File: src/common/pmt_pkg.sv
package pmt_pkg;

	// ==========================================================
	// register map, one byte per index
	localparam int PMT_AW = 3;
	localparam int PMT_DW = 8;
	localparam logic [PMT_AW-1:0] PMT_ADDR_CTRL = 3'h0;
	localparam logic [PMT_AW-1:0] PMT_ADDR_COUNT = 3'h1;
	localparam logic [PMT_AW-1:0] PMT_ADDR_PERIOD = 3'h2;
	localparam logic [PMT_AW-1:0] PMT_ADDR_FLAG = 3'h3;
	localparam logic [PMT_AW-1:0] PMT_ADDR_IRQEN = 3'h4;

	// ==========================================================
	// control field positions
	localparam int PMT_POST_MSB = 6;
	localparam int PMT_POST_LSB = 3;
	localparam int PMT_RUN_BIT = 2;
	localparam int PMT_PRE_MSB = 1;
	localparam int PMT_PRE_LSB = 0;
	localparam int PMT_FLAG_BIT = 0;

	// ==========================================================
	// reset values and masks
	localparam logic [PMT_DW-1:0] PMT_CTRL_RST = 8'h00;
	localparam logic [PMT_DW-1:0] PMT_CTRL_WMASK = 8'h7f;
	localparam logic [PMT_DW-1:0] PMT_COUNT_RST = 8'h00;
	localparam logic [PMT_DW-1:0] PMT_PERIOD_RST = 8'hff;
	localparam logic [PMT_DW-1:0] PMT_ZERO = 8'h00;
	localparam logic [PMT_DW-1:0] PMT_ONE = 8'h01;

	// ==========================================================
	// prescale codes and the terminal count of each
	typedef enum logic [1:0] {
		PMT_PRE_1 = 2'h0,
		PMT_PRE_4 = 2'h1,
		PMT_PRE_16 = 2'h2,
		PMT_PRE_64 = 2'h3
	} pmt_pre_t;
	localparam logic [5:0] PMT_PRE_LIM_1 = 6'h00;
	localparam logic [5:0] PMT_PRE_LIM_4 = 6'h03;
	localparam logic [5:0] PMT_PRE_LIM_16 = 6'h0f;
	localparam logic [5:0] PMT_PRE_LIM_64 = 6'h3f;
	localparam logic [5:0] PMT_PRE_ZERO = 6'h00;
	localparam logic [5:0] PMT_PRE_ONE = 6'h01;
	localparam logic [3:0] PMT_POST_ZERO = 4'h0;
	localparam logic [3:0] PMT_POST_ONE = 4'h1;

endpackage

File: src/rtl/pmt_prescaler.sv
`timescale 1ns/1ps
module pmt_prescaler (
	// clock and reset
	input wire logic clock,
	input wire logic rst_b,
	// control
	input wire logic clear,
	input wire logic enable,
	input wire pmt_pkg::pmt_pre_t select,
	// output
	output logic tick
);
	import pmt_pkg::*;

	logic [5:0] cnt_reg;
	logic [5:0] cnt_next;
	logic [5:0] limit;

	// ==========================================================
	// divider
	assign limit = (select == PMT_PRE_64) ? PMT_PRE_LIM_64 :
		(select == PMT_PRE_16) ? PMT_PRE_LIM_16 :
		(select == PMT_PRE_4) ? PMT_PRE_LIM_4 : PMT_PRE_LIM_1; // see
	assign tick = enable & ~clear & (cnt_reg == limit);
	assign cnt_next = clear ? PMT_PRE_ZERO :
		~enable ? cnt_reg :
		tick ? PMT_PRE_ZERO : 6'(cnt_reg + PMT_PRE_ONE);

	always_ff @(posedge clock or negedge rst_b) begin
		if (!rst_b) begin
			cnt_reg <= PMT_PRE_ZERO;
		end else begin
			cnt_reg <= cnt_next;
		end
	end
endmodule

File: src/rtl/pmt_postscaler.sv
`timescale 1ns/1ps
module pmt_postscaler (
	// clock and reset
	input wire logic clock,
	input wire logic rst_b,
	// control
	input wire logic clear,
	input wire logic in_pulse,
	input wire logic [3:0] select,
	// output
	output logic out_pulse
);
	import pmt_pkg::*;

	logic [3:0] cnt_reg;
	logic [3:0] cnt_next;

	// ==========================================================
	// match divider, ratio is select plus one
	assign out_pulse = in_pulse & ~clear & (cnt_reg == select);
	assign cnt_next = clear ? PMT_POST_ZERO :
		~in_pulse ? cnt_reg :
		out_pulse ? PMT_POST_ZERO : 4'(cnt_reg + PMT_POST_ONE);

	always_ff @(posedge clock or negedge rst_b) begin
		if (!rst_b) begin
			cnt_reg <= PMT_POST_ZERO;
		end else begin
			cnt_reg <= cnt_next;
		end
	end
endmodule

File: src/rtl/pmt_timer.sv
// Functional notes
// count source is the instruction clock, here the block clock itself
// count starts at zero and steps by one per prescaler tick
// prescaler offers 1:1, 1:4, 1:16, 1:64 via two-bit select
// count compared with period every cycle; equality raises match; here match is raised only on equality with a prescaler tick
// match clears count next cycle and clocks the postscaler
// count and period are eight bits, read and write
// reset clears count and sets period to all ones
// write to count or control clears prescaler and postscaler
// every reset source clears prescaler and postscaler
// postscaler divides matches by select value plus one
// postscaler terminal count sets a sticky match flag
// interrupt raised only when match interrupt enable is set
// unscaled match pulse goes to the capture compare unit
// timer output offered as spi shift clock source
// sleep stops counting; count and period hold
// control: postscale bits 6..3, prescale bits 1..0, bit 7 reads zero
// control bit 2 runs the timer; clear holds count, no matches
// prescale codes 00,01,10,11 divide by 1,4,16,64
//
// Our own choices: the placing of the registers and the address-and-strobe port.
`timescale 1ns/1ps
module pmt_timer (
	// clock and reset
	input wire logic clock,
	input wire logic rst_b,
	// register port
	input wire logic [pmt_pkg::PMT_AW-1:0] reg_addr,
	input wire logic [pmt_pkg::PMT_DW-1:0] reg_wdata,
	input wire logic reg_wr,
	input wire logic reg_rd,
	output logic [pmt_pkg::PMT_DW-1:0] reg_rdata,
	// core state
	input wire logic sleep_req,
	// timer outputs
	output logic match_pulse,
	output logic spi_shift_clk,
	output logic irq
);
	import pmt_pkg::*;

	// ==========================================================
	// state
	logic [PMT_DW-1:0] ctrl_reg;
	logic [PMT_DW-1:0] ctrl_next;
	logic [PMT_DW-1:0] count_reg;
	logic [PMT_DW-1:0] count_next;
	logic [PMT_DW-1:0] period_reg;
	logic [PMT_DW-1:0] period_next;
	logic match_flag_reg;
	logic match_flag_next;
	logic match_irq_enable_reg;
	logic match_irq_enable_next;
	logic match_pulse_reg;
	logic shift_clk_reg;
	logic shift_clk_next;
	logic [PMT_DW-1:0] rdata_reg;
	logic [PMT_DW-1:0] rdata_next;

	// ==========================================================
	// address decode
	logic sel_ctrl;
	logic sel_count;
	logic sel_period;
	logic sel_flag;
	logic sel_irqen;
	logic wr_ctrl;
	logic wr_count;
	logic wr_period;
	logic wr_irqen;
	logic rd_flag;
	logic scaler_clear;

	assign sel_ctrl = (reg_addr == PMT_ADDR_CTRL);
	assign sel_count = (reg_addr == PMT_ADDR_COUNT);
	assign sel_period = (reg_addr == PMT_ADDR_PERIOD);
	assign sel_flag = (reg_addr == PMT_ADDR_FLAG);
	assign sel_irqen = (reg_addr == PMT_ADDR_IRQEN);
	assign wr_ctrl = reg_wr & sel_ctrl;
	assign wr_count = reg_wr & sel_count;
	assign wr_period = reg_wr & sel_period;
	assign wr_irqen = reg_wr & sel_irqen;
	assign rd_flag = reg_rd & sel_flag;
	assign scaler_clear = wr_ctrl | wr_count;

	// ==========================================================
	// control fields
	logic timer_run;
	logic count_enable;
	pmt_pre_t prescale_select;
	logic [3:0] postscale_select;

	assign timer_run = ctrl_reg[PMT_RUN_BIT];
	assign prescale_select = pmt_pre_t'(ctrl_reg[PMT_PRE_MSB:PMT_PRE_LSB]);
	assign postscale_select = ctrl_reg[PMT_POST_MSB:PMT_POST_LSB];
	// sleep gates the tick only; registers stay writable by design
	assign count_enable = timer_run & ~sleep_req;

	// ==========================================================
	// prescaler, comparator and postscaler
	logic pre_tick;
	logic period_equal;
	logic match_now;
	logic post_pulse;

	pmt_prescaler u_pre (
		.clock(clock),
		.rst_b(rst_b),
		.clear(scaler_clear),
		.enable(count_enable),
		.select(prescale_select),
		.tick(pre_tick)
	);

	// compare runs every cycle; the event is taken on a tick so a held
	// count under a slow prescale does not repeat the match
	assign period_equal = (count_reg == period_reg);
	assign match_now = pre_tick & period_equal;

	pmt_postscaler u_post (
		.clock(clock),
		.rst_b(rst_b),
		.clear(scaler_clear),
		.in_pulse(match_now),
		.select(postscale_select),
		.out_pulse(post_pulse)
	);

	// ==========================================================
	// next values
	assign ctrl_next = wr_ctrl ? (reg_wdata & PMT_CTRL_WMASK) : ctrl_reg;
	// clock is the instruction clock; software write beats a tick
	assign count_next = wr_count ? reg_wdata :
		match_now ? PMT_ZERO :
		pre_tick ? 8'(count_reg + PMT_ONE) : count_reg; // see
	assign period_next = wr_period ? reg_wdata : period_reg;
	// set wins over the read that clears
	assign match_flag_next = post_pulse | (match_flag_reg & ~rd_flag);
	assign match_irq_enable_next = wr_irqen ? reg_wdata[PMT_FLAG_BIT] : match_irq_enable_reg;
	assign shift_clk_next = match_now ? ~shift_clk_reg : shift_clk_reg;

	// ==========================================================
	// read mux, unmapped reads return zero
	assign rdata_next = ~reg_rd ? PMT_ZERO :
		sel_ctrl ? ctrl_reg :
		sel_count ? count_reg :
		sel_period ? period_reg :
		sel_flag ? {7'h00, match_flag_reg} :
		sel_irqen ? {7'h00, match_irq_enable_reg} : PMT_ZERO;

	// ==========================================================
	// registers
	always_ff @(posedge clock or negedge rst_b) begin
		if (!rst_b) begin
			ctrl_reg <= PMT_CTRL_RST;
			count_reg <= PMT_COUNT_RST;
			period_reg <= PMT_PERIOD_RST;
		end else begin
			ctrl_reg <= ctrl_next;
			count_reg <= count_next;
			period_reg <= period_next;
		end
	end

	always_ff @(posedge clock or negedge rst_b) begin
		if (!rst_b) begin
			match_flag_reg <= 1'b0;
			match_irq_enable_reg <= 1'b0;
			match_pulse_reg <= 1'b0;
			shift_clk_reg <= 1'b0;
			rdata_reg <= PMT_ZERO;
		end else begin
			match_flag_reg <= match_flag_next;
			match_irq_enable_reg <= match_irq_enable_next;
			match_pulse_reg <= match_now;
			shift_clk_reg <= shift_clk_next;
			rdata_reg <= rdata_next;
		end
	end

	// ==========================================================
	// outputs
	assign reg_rdata = rdata_reg;
	assign match_pulse = match_pulse_reg;
	assign spi_shift_clk = shift_clk_reg;
	assign irq = match_flag_reg & match_irq_enable_reg;
endmodule

File: config.mk
export PLATFORM = sky130hd
export DESIGN_NAME = pmt_timer
export DESIGN_NICKNAME = d
export VERILOG_FILES = /design/src/common/pmt_pkg.sv /design/src/rtl/pmt_prescaler.sv /design/src/rtl/pmt_postscaler.sv /design/src/rtl/pmt_timer.sv
export SDC_FILE = /design/constraint.sdc
export NUM_CORES = 1
export LEC_CHECK = 0
export ABC_AREA = 1
export BUFFER_PORTS_ARGS = -buffer_cell sky130_fd_sc_hd__buf_2
export CAP_MARGIN = 20
export CORE_AREA = 2 2 84 86
export DETAILED_ROUTE_END_ITERATION = 10
export DIE_AREA = 0 0 86 88
export GPL_TIMING_DRIVEN = 0
export PLACE_DENSITY = 0.57
export SETUP_SLACK_MARGIN = 0.4
export SLEW_MARGIN = 5
export SYNTH_ARGS = -nofsm -noshare
export SYNTH_HDL_FRONTEND = slang
export SYNTH_SLANG_ARGS = --single-unit
File: constraint.sdc
create_clock -name clock -period 2.3 [get_ports clock]
set_input_delay 0.46 -clock clock [delete_from_list [all_inputs] [get_ports clock]]
set_output_delay 0.46 -clock clock [all_outputs]
set_load 0.1 [all_outputs]
**Word level (Yosys, flattened, before mapping)**

Cells that the tools add are included.

- Div/mod/pow operators: 0
- Equal/unequal tests: 10
- Shift operators: 0
- Bitwise gates (word level): 19
- Mux-type cells: 18
- Reduce and logical (&&, ||, !) cells: 4
- Order comparisons: 0
- Multipliers: 0
- Add/subtract/negate cells: 3

Operators by type and width:

| operator | count |
|---|---|
| 8-bit 2-to-1 mux | 7 |
| 6-bit 2-to-1 mux | 5 |
| 1-bit AND | 13 |
| 4-bit 2-to-1 mux | 3 |
| 8-bit by 1-bit adder with 8-bit output, second input constant | 1 |
| 8-bit == test | 1 |
| 6-bit by 1-bit adder with 6-bit output, second input constant | 1 |
| 3-bit by 2-bit == test with 1-bit output, second input constant | 2 |
| 6-bit == test | 1 |
| 4-bit by 1-bit adder with 4-bit output, second input constant | 1 |
| 2-bit == test, second input constant | 2 |
| 4-bit == test | 1 |
| 1-bit NOT | 4 |
| 2-bit nonzero test | 2 |
| 3-bit by 1-bit == test with 1-bit output, second input constant | 1 |
| 3-bit == test, second input constant | 1 |
| 3-bit logical NOT | 1 |
| 3-bit nonzero test | 1 |
| 2-bit by 1-bit == test with 1-bit output, second input constant | 1 |
| 1-bit 2-to-1 mux | 2 |
| 2-bit 2-to-1 mux | 1 |
| 1-bit bitwise OR | 2 |

- Memories kept: 0
- Latch bits: 0
- Output and inout port bits: 11
- Memory bits (read-only): 0
- Register bits after elaboration: 45
- RAM bits: 0

**Depth between registers and ports, before layout**

Gate-level depths: netlist of run 1.

- Depth after elaboration: 12
- Depth in mapped cells: 10
- Mapped depth without buffers: 10

**Modules after synthesis**

A second synthesis of run 1 with hierarchy kept.

- Cells, all modules: 355
- Area, all modules: 2662.6 um^2

By module, submodules not included:

| module | cells each | instances | area each (um^2) |
|---|---|---|---|
| pmt_timer | 239 | 1 | 1928.1 |
| pmt_prescaler | 64 | 1 | 426.7 |
| pmt_postscaler | 52 | 1 | 307.8 |

**Worst setup path after synthesis of run 1**

Ideal clock, no wire load.

- Path type: reg2out
- Start: reg match_irq_enable_reg
- End: out irq
- Buffers on the path: 0
- Setup slack: 0.864 ns
- Data required time: 1.840 ns
- Data arrival time: 0.976 ns
- Stages on the path, launching flop included: 3
- Cells stage by stage: dfrtp_1 nand2_1 inv_1

- Word-level cells in the longest chain between the ends: 1

RTL lines:

| element | line | RTL |
|---|---|---|
| start, declared | pmt_timer.sv:52 | `logic match_irq_enable_reg;` |
| start signal, assigned | pmt_timer.sv:174 | `match_irq_enable_reg <= match_irq_enable_next;` |
| 1-bit AND | pmt_timer.sv:186 | `assign irq = match_flag_reg & match_irq_enable_reg;` |
| end, declared | pmt_timer.sv:38 | `output logic irq` |

Every way passes these cells.

**Worst setup path in the final report of run 1**

Ends and elaborated chain as after synthesis.

==> results of run 1 <==
## cell usage after synthesis, types with 2 or more instances
library cell	number
inv_1	45
a21oi_1	12
dfstp_2	8
nand2_2	7
buf_2	3
nor2_4	5
o21ai_1	17
nor3_1	2
ha_1	3
nand3_1	39
clkinv_1	5
dfrtp_1	37
nand2_1	95
xor2_1	11
o21ai_0	11
nand2_4	5
nand4_1	6
nor2_1	19
inv_2	5
## through the flow
step / power, mW / cell area [um2] / instances / setup slack (ns)
after floorplan: 1.78 / 2580 / 342 / 0.864
after global placement: 1.97 / 2810 / 447 / 0.616
after detailed placement: 1.98 / 2810 / 447 / 0.625
after CTS: 2.49 / 2900 / 455 / 0.610
after global routing: 2.67 / 2920 / 456 / 0.549
final: 2.48 / 2920 / 456 / 0.611
## logic make-up after synthesis
group / share of synthesized area
buffers and inverters: 0.0857
flip-flops: 0.440
AO/OA/AOI/OAI: 0.0896
AND/OR/NAND/NOR: 0.333
adder cells (fa/ha/maj): 0.0145
XOR/XNOR: 0.0373
## final cells by class
class | count | area [um2] | share of cell area
multi-input combinational | 239 | 1230 | 0.421
sequential | 45 | 1140 | 0.390
inverter | 55 | 206 | 0.0708
timing repair buffer | 26 | 145 | 0.0498
tap | 80 | 100 | 0.0343
clock buffer | 5 | 68.8 | 0.0236
clock inverter | 3 | 17.5 | 0.00601
buffer | 3 | 15.0 | 0.00515
## worst min path at each step
stage	start	endpoint	slack [ns]	cells after the start
after floorplan	rst_b	count_reg[0]	0.16	0
after global placement	spi_shift_clk	spi_shift_clk	0.47	2
after detailed placement	period_reg[0]	period_reg[0]	0.48	2
after CTS	rst_b	count_reg[3]	0.36	1
after global routing	rst_b	ctrl_reg[0]	0.08	1
final	rst_b	ctrl_reg[0]	0.07	1
## layer usage
metal,track usage,wire length [um],up-vias
met5,0,0,-
met1,0.232,2980,981
met2,0.280,2600,40
li1,-,-,1147
met3,0.0292,252,5
met4,0.0404,60,0
## power by group through the flow
| stage | clock network [mW] | registers [mW] | logic, mW |
|---|---|---|---|
| after global routing | 0.548 | 1.17 | 0.947 |
| after CTS | 0.521 | 1.14 | 0.828 |
| after detailed placement | 0 | 1.16 | 0.824 |
| after floorplan | 0 | 1.21 | 0.578 |
| after global placement | 0 | 1.16 | 0.814 |
| final | 0.509 | 1.15 | 0.824 |
## critical path: cells and delay by family, from the launching register on
| kind | cells | cell delay (ns) |
|---|---|---|
| DFF | 1 | 0.40 |
| buffers and inverters | 2 | 0.45 |
| and+or+nand+nor | 1 | 0.07 |
==> impl_metrics.py, run 1 <==
metrics = {
    "timing": {
        "fin_crit_ns": 1.69,
        "finalHoldViolCount": 0,
        "relSlewSlack": 0.679,
        "worstMarginPinSlew_ns": 0.485,
        "timing.final.crit_share": 0.734,
        "timing.fmax_ghz": 0.592,
        "fin_skew_ns": 0.0113,
        "setup_violations": 0,
        "holdWs_ns": 0.0665,
        "rsz0062_at_grt": "false",
        "fin_tns_setup_ns": 0,
        "drv_slew": 0,
    },
    "cells_and_area": {
        "final_nets": 394,
        "mostFrequentLayoutCells": "nand2_1 (95), inv_1 (45), nand3_1 (39)",
        "diodes": 0,
        "num-fill-cells": 693,
        "fin_util": 0.439,
        "drive_gt1_frac": 0.186,
        "final_common_cell": "nand2_1",
        "area_growth_pct": 12.8,
    },
    "worst_setup_path": {
        "worstPathMaxFanout": 3,
        "crit_start": "match_irq_enable_reg",
        "cpMaxStageDelayCell": "buf_2",
        "cp.arrival_ns": 1.23,
        "critPathMaxStageDelay_ns": 0.41,
        "r2r_cells": 9,
        "timing.reg2reg.setup_slack_ns": 0.83,
        "r2r-end": "u_post.cnt_reg[3]",
        "cp.required_ns": 1.84,
        "crit_path_end_kind": "output port",
        "worstSetupEndpoint": "irq",
        "reg2reg_from": "period_reg[0]",
        "critPathKind": "reg2out",
        "path_cells": "nand2_1 > inv_1 > buf_2",
        "startpoint_type": "flip-flop",
    },
    "synth": {
        "synth_area_um2": 2580,
        "ys_ff_latch": 45,
        "ys_seq_area_frac": 0.440,
        "syn_area_per_cell_um2": 7.55,
        "yosysWarningCount": 0,
        "synthArstFlopShare": 1.00,
        "synthFlopType": "dfrtp_1",
        "synth_enable_flop_cells": 0,
        "synth_top_area_frac": 0.358,
        "synthDistinctLibCells": 26,
        "yosys.area.top_type": "dfrtp_1",
        "synthTopCellsByArea": "dfrtp_1 (36%), nand2_1 (14%), dfstp_2 (8.1%)",
        "syn-instance-count": 342,
        "syn-num-nets": 361,
    },
    "power": {
        "p_sw_frac": 0.414,
        "leakage_nw": 1.59,
        "irDropWorstVdd_v": 0.000405,
        "power_frac_clock": 0.205,
        "internal_power_mw": 1.45,
        "power_density_nw_per_um2": 850,
        "net-switching-power_mw": 1.03,
        "comb_power_share": 0.332,
        "seq_power_share": 0.463,
    },
    "clock_network": {
        "clk_pin_slew_ns": 0.09,
        "ctsResizeCount": 0,
        "numCtsBuffers": 5,
        "cts_hold_buf": 0,
        "clock-root-buffer": "clkbuf_8",
        "clock-sinks": 45,
        "postCtsSetupRepairBufs": 0,
        "cts_buffer_depth": 2,
        "cts_tree": "done",
        "insertion_delay_ns": 0.31,
        "cts.htree.levels": 2,
    },
    "flow_run": {
        "cap_violations": 0,
    },
    "floorplan": {
        "fp.dieW_um": 86,
        "initial_utilization": 0.389,
        "ios": 27,
        "core_area_um2": 6640,
        "die_h_um": 88,
        "rows": 30,
        "die-area_um2": 7570,
    },
    "drt": {
        "drc": 0,
        "vias": 2173,
        "vias_per_cell": 4.77,
        "drtPass1Iterations": 4,
        "drtIter0Drc": 84,
        "antenna_left": 0,
        "wl_um": 5900,
        "wl_per_cell_um": 12.9,
    },
    "global_routing": {
        "grt-ovfl-total": 0,
        "gr-usage-all-layers": 0.169,
        "grt_pass1_wl_um": 9960,
        "grt_max_degree": 46,
        "grt_pass1_vias": 2101,
        "grt_antenna_before_repair": 0,
    },
    "place": {
        "portBuffers": 25,
        "gp_congestion": 0.839,
        "hpwl_um": 4430,
    },
    "worst_hold_path": {
        "hp-class": "in2async",
    },
    "outcome": {
        "status": "completed",
    },
}
Power figures use the tool's default switching activity.
==> inputs of run 2 (changes only) <==
--- a/config.mk
+++ b/config.mk
@@ -5,12 +5,12 @@
 export SDC_FILE = /design/constraint.sdc
 export NUM_CORES = 1
 export LEC_CHECK = 0
-export ABC_AREA = 1
+export ABC_AREA = 0
 export BUFFER_PORTS_ARGS = -buffer_cell sky130_fd_sc_hd__buf_2
 export CAP_MARGIN = 20
-export CORE_AREA = 2 2 84 86
+export CORE_AREA = 2 2 82 84
 export DETAILED_ROUTE_END_ITERATION = 10
-export DIE_AREA = 0 0 86 88
+export DIE_AREA = 0 0 84 86
 export GPL_TIMING_DRIVEN = 0
 export PLACE_DENSITY = 0.57
 export SETUP_SLACK_MARGIN = 0.4
==> constraint.sdc (replaced) <==
create_clock -name clock -period 1.59 [get_ports clock]
set_input_delay 0.318 -clock clock [delete_from_list [all_inputs] [get_ports clock]]
set_output_delay 0.318 -clock clock [all_outputs]
set_load 0.1 [all_outputs]
==> run 2 against run 1 <==
The flow now finishes with violations (setup timing). Non-clock buffer count grew 23. Sequential power grew 56%. Clock skew shrank 0.0058 ns. Sequential cell count is the same. Synthesized cell count shrank 28%. Final cell count shrank 18%. Critical path type is now reg2reg. Largest cell class unchanged.
==> impl_metrics.py, run 2 <==
metrics = {
    "drt": {
        "wl_per_cell_um": 16.8,
        "drc": 0,
        "antenna_left": 0,
        "vias_per_cell": 5.45,
        "drtPass1Iterations": 4,
        "vias": 2037,
        "drtIter0Drc": 112,
        "wl_um": 6290,
    },
    "worst_setup_path": {
        "startpoint_type": "flip-flop",
        "critPathKind": "reg2reg",
        "worstPathMaxFanout": 7,
        "timing.reg2reg.setup_slack_ns": -0.53,
        "cp.required_ns": 1.83,
        "cp.arrival_ns": 2.35,
        "crit_path_end_kind": "flip-flop",
    },
    "clock_network": {
        "cts_buffer_depth": 2,
        "clock-sinks": 45,
        "insertion_delay_ns": 0.30,
        "clk_pin_slew_ns": 0.09,
        "cts.htree.levels": 2,
        "clock-root-buffer": "clkbuf_8",
        "numCtsBuffers": 5,
        "cts_tree": "done",
    },
    "synth": {
        "syn-num-nets": 266,
        "synth_enable_flop_cells": 0,
        "syn_area_per_cell_um2": 10.1,
        "synth_top_area_frac": 0.373,
        "synthArstFlopShare": 1.00,
        "synthFlopType": "dfrtp_1",
        "syn-instance-count": 247,
        "synthDistinctLibCells": 52,
        "ys_ff_latch": 45,
        "synth_area_um2": 2480,
        "yosys.area.top_type": "dfrtp_1",
        "yosysMostFrequentCell": "dfrtp_1",
        "ys_seq_area_frac": 0.457,
        "synth_common_cells": "dfrtp_1 (37), nand3_1 (26), nand2_1 (23)",
        "synthTopCellsByArea": "dfrtp_1 (37%), dfstp_2 (8.5%), mux2_2 (7.7%)",
        "yosysWarningCount": 0,
    },
    "floorplan": {
        "fp.dieW_um": 84,
        "rows": 29,
        "die_h_um": 86,
        "die-area_um2": 7220,
        "ios": 27,
        "core_area_um2": 6280,
        "initial_utilization": 0.396,
    },
    "timing": {
        "finalHoldViolCount": 0,
        "relSlewSlack": 0.609,
        "setup_violations": 21,
        "worstMarginPinSlew_ns": 0.586,
        "timing.fmax_ghz": 0.473,
        "setup_slack_ns": -0.525,
        "fin_crit_ns": 2.12,
        "timing.final.crit_share": 1.33,
        "rsz0062_at_grt": "true",
        "drv_slew": 0,
        "fin_skew_ns": 0.00545,
    },
    "place": {
        "gp_congestion": 0.814,
        "portBuffers": 24,
        "hpwl_um": 4000,
        "dp_slack_ns": -0.598,
        "place_area_um2": 2850,
    },
    "global_routing": {
        "use_met3": 0.0289,
        "grt_antenna_before_repair": 0,
        "grt_pass1_wl_um": 10100,
        "grt-ovfl-total": 0,
        "grt_pass1_vias": 1977,
        "grt-busiest-layer": "met2",
        "use_met2": 0.293,
        "grt_use_met1": 0.247,
        "gr-usage-all-layers": 0.178,
        "grt_max_degree": 46,
    },
    "cells_and_area": {
        "multi_input_comb_area_um2": 1510,
        "final_common_cell": "dfrtp_1",
        "num-fill-cells": 562,
        "area_growth_pct": 38.3,
        "mostFrequentLayoutCells": "dfrtp_1 (24), nand2_1 (22), nor2_1 (19)",
        "fin_area_um2": 3440,
        "diodes": 0,
        "final_nets": 315,
        "regArea_um2": 1150,
        "drive_gt1_frac": 0.424,
    },
    "worst_hold_path": {
        "hp-class": "in2reg",
    },
    "power": {
        "leakage_nw": 1.49,
        "irDropWorstVdd_v": 0.000884,
        "power_density_nw_per_um2": 1180,
    },
    "outcome": {
        "violations": "setup timing",
        "status": "finished, violations left",
    },
    "flow_run": {
        "cap_violations": 0,
    },
}
run 2: cell count changes after synthesis, sizes merged, moves of 4 or more:
cell    delta
and2       +5
clkbuf     +8
clkinv     -5
inv       -44
mux2      +17
mux2i     +10
nand2     -84
nand3     -13
nand4      -4
nor2       -6
o211ai     +7
o21ai     -27
xnor2      +6
run 2: worst paths after layout:
| check | endpoint | from | depth (start not counted) |
|---|---|---|---|
| setup / recovery | u_post.cnt_reg[3] | ctrl_reg[0] | 8 |
| hold / removal | reg_rdata[0] | reg_rd | 2 |
| setup reg to reg | u_post.cnt_reg[3] | ctrl_reg[0] | 8 |
| hold reg to reg | u_pre.cnt_reg[5] | u_pre.cnt_reg[5] | 1 |
| max in group asynchronous | period_reg[4] | rst_b | 3 |
| min in group asynchronous | u_pre.cnt_reg[2] | rst_b | 2 |
run 2: cells by family (layout without fill, tap and decap cells):
logic type	Yosys count	in the layout	share of synthesized area
AO/OA/AOI/OAI	39	40	0.119
XOR/XNOR	15	15	0.0529
adder cells (fa/ha/maj)	3	3	0.0151
buffers and inverters	17	66	0.0302
flip-flops	45	45	0.457
multiplexers	27	27	0.117
AND/OR/NAND/NOR	101	101	0.208
run 2: worst max-delay path, cell delays in order (launching register included):
cell	delay, ns
dfrtp_1	0.41
buf_4	0.15
buf_4	0.14
or3_4	0.40
a21o_4	0.24
a21o_4	0.25
buf_4	0.14
a211o_2	0.25
nand2_1	0.06
run 2: through the flow:
step	utilization	std cells	TNS (ns)	hold WS [ns]	total power, mW
4_1_cts	0.521	368	-9.45	0.230	3.94
3_3_place_gp	0.454	348	-10.44	0.450	2.96
3_5_place_dp	0.454	348	-10.67	0.449	2.99
2_1_floorplan	-	247	-6.17	0.0224	2.67
5_1_grt	0.547	374	-10.03	0.256	4.29
6_report	0.547	374	-8.26	0.257	4.04
run 2: final cells by class:
type	count	share of cell area
multi-input combinational	186	0.441
buffer	11	0.0295
sequential	45	0.335
tap	77	0.0280
timing repair buffer	41	0.136
clock inverter	2	0.00291
inverter	6	0.00655
clock buffer	6	0.0211
run 2: report_power, final:
| part | internal, mW | total (mW) | switching (mW) | leakage, nW |
|---|---|---|---|---|
| Sequential | 1.43 | 1.79 | 0.354 | 0.548 |
| Combinational | 0.749 | 1.55 | 0.800 | 0.896 |
| Clock | 0.306 | 0.703 | 0.398 | 0.0450 |
run 2: timing repair:
item                                    in CTS  in global routing
hold buffers                                 0                  1
endpoints found under the setup margin      46                 42
buffers inserted                            11                  3
cloned                                       1                  1
resized for setup                           55                 24
endpoints found under the hold margin        0                 12
pin swaps                                    9                 14
run 2: per-layer routing:
layer | wire length [um] | share of wire
met4 | 48 | 0.0076
met1 | 3010 | 0.48
met3 | 140 | 0.022
met5 | 0 | 0
met2 | 3100 | 0.49
==> inputs of run 3 (changes only) <==
--- a/config.mk
+++ b/config.mk
@@ -12,9 +12,10 @@
 export DETAILED_ROUTE_END_ITERATION = 10
 export DIE_AREA = 0 0 84 86
 export GPL_TIMING_DRIVEN = 0
+export MAX_ROUTING_LAYER = met4
 export PLACE_DENSITY = 0.57
 export SETUP_SLACK_MARGIN = 0.4
-export SLEW_MARGIN = 5
+export SLEW_MARGIN = 10
 export SYNTH_ARGS = -nofsm -noshare
 export SYNTH_HDL_FRONTEND = slang
 export SYNTH_SLANG_ARGS = --single-unit
==> run 3 against run 2 <==
The run still ends with setup timing left. Hold slack is essentially flat. Register-to-register slack about the same. Combinational power about the same. Design area hardly changed. Fmax fell by 0.25%. Largest cell class unchanged.
==> impl_metrics.py, run 3 (same netlist as run 2, synthesis figures left out) <==
metrics = {
    "outcome": {
        "status": "finished, violations left",
        "violations": "setup timing",
    },
    "worst_setup_path": {
        "cp.arrival_ns": 2.36,
        "r2r_cells": 6,
        "critPathKind": "reg2reg",
        "cpMaxStageDelayCell": "or4_4",
        "worstPathMaxFanout": 7,
        "critPathMaxStageDelay_ns": 0.54,
        "startpoint_type": "flip-flop",
        "critical_path_depth": 6,
        "path_delay_family": "compound AO/OA/AOI/OAI gates",
        "crit_path_end_kind": "flip-flop",
        "path_cells": "or4_4 > a2111o_1 > a21o_4 > buf_4 > a211o_2 > nand2_1",
        "crit_buf_inv": 1,
        "cp.required_ns": 1.83,
    },
    "place": {
        "gp_congestion": 0.826,
        "portBuffers": 24,
        "dp_cells": 348,
        "hpwl_um": 4000,
    },
    "power": {
        "total_power_mw": 4.04,
        "power_density_nw_per_um2": 1180,
        "irDropWorstVdd_v": 0.000884,
        "leakage_nw": 1.49,
    },
    "drt": {
        "vias": 2040,
        "antenna_left": 0,
        "wl_per_cell_um": 16.8,
        "drc": 0,
        "drtIter0Drc": 112,
        "drtPass1Iterations": 4,
        "vias_per_cell": 5.45,
        "wl_um": 6270,
    },
    "clock_network": {
        "cts.htree.levels": 2,
        "cts_buffer_depth": 2,
        "clk_pin_slew_ns": 0.09,
        "insertion_delay_ns": 0.29,
        "cts_tree": "done",
        "numCtsBuffers": 5,
        "clock-root-buffer": "clkbuf_8",
        "clock-sinks": 45,
    },
    "timing": {
        "rsz0062_at_grt": "true",
        "fin_skew_ns": 0.00500,
        "drv_slew": 0,
        "finalHoldViolCount": 0,
        "fin_tns_setup_ns": -8.42,
        "fin_crit_ns": 2.12,
        "relSlewSlack": 0.610,
        "timing.fmax_ghz": 0.472,
        "timing.final.crit_share": 1.33,
        "setup_slack_ns": -0.530,
        "worstMarginPinSlew_ns": 0.583,
        "setup_violations": 21,
    },
    "cells_and_area": {
        "num-fill-cells": 559,
        "drive_gt1_frac": 0.428,
        "stdcell_count": 374,
        "area_growth_pct": 38.4,
        "diodes": 0,
        "final_common_cell": "dfrtp_1",
        "mostFrequentLayoutCells": "dfrtp_1 (23), nand2_1 (22), nor2_1 (19)",
        "final_nets": 315,
    },
    "flow_run": {
        "cap_violations": 0,
    },
    "floorplan": {
        "die-area_um2": 7220,
        "core_area_um2": 6280,
        "die_h_um": 86,
        "rows": 29,
        "ios": 27,
        "fp.dieW_um": 84,
        "initial_utilization": 0.396,
    },
    "global_routing": {
        "grt_pass1_wl_um": 10200,
        "grt_pass1_vias": 1969,
        "gr-usage-all-layers": 0.183,
        "grt_max_degree": 46,
        "grt-ovfl-total": 0,
        "grt_antenna_before_repair": 0,
    },
    "worst_hold_path": {
        "hp-class": "in2reg",
        "hold_path_depth": 2,
    },
}
## run 3: cell types whose count changed in the layout (fill, tap and decap cells not counted), sizes merged
cell	previous run	this run
buf	44	45
clkbuf	13	12
## run 3: metal layers
metal,vias to the layer above,wire [um],track usage
met4,0,48,0.0396
met5,-,0,-
met3,4,195,0.0289
li1,984,-,-
met1,1012,2980,0.250
met2,40,3040,0.291
## run 3: repair_timing
item | CTS | global route
hold buffers | 0 | 1
pin swaps | 9 | 14
gates resized for setup | 55 | 26
buffers inserted | 11 | 3
hold endpoints to repair | 0 | 10
endpoints found under the setup margin | 46 | 42
gates cloned | 1 | 1
## run 3: per-stage QoR
stage                     instance area [um2]  hold slack [ns]  setup slack (ns)   util
after floorplan                          2640           0.0224            -0.468      -
after global placement                   2850            0.450            -0.574  0.454
after detailed placement                 2850            0.449            -0.598  0.454
after CTS                                3270            0.230            -0.562  0.521
after global routing                     3440            0.256            -0.598  0.548
final                                    3440            0.257            -0.530  0.548
## run 3: final cells by class
class                      instances  area (um2)  area share
buffer                            11         101      0.0295
clock buffer                       6        72.6      0.0211
clock inverter                     2        10.0     0.00291
inverter                           6        22.5     0.00655
multi-input combinational        186        1510       0.440
sequential                        45        1150       0.336
tap                               77        96.3      0.0280
timing repair buffer              41         467       0.136
## run 3: path summary, 6_finish.rpt
| check | slack (ns) | to | start |
|---|---|---|---|
| hold / removal | 0.26 | reg_rdata[0] | reg_rd |
| hold reg to reg | 0.52 | u_pre.cnt_reg[2] | u_pre.cnt_reg[2] |
| setup / recovery | -0.53 | u_post.cnt_reg[3] | u_pre.cnt_reg[0] |
| setup reg to reg | -0.53 | u_post.cnt_reg[3] | u_pre.cnt_reg[0] |
| min in group asynchronous | 0.43 | u_pre.cnt_reg[5] | rst_b |
| max in group asynchronous | 0.61 | period_reg[6] | rst_b |
## run 3: power breakdown
part	leakage [nW]	internal [mW]	switching (mW)
combinational	0.896	0.750	0.802
clock	0.0450	0.306	0.394
sequential	0.546	1.43	0.358
total	1.49	2.49	1.55
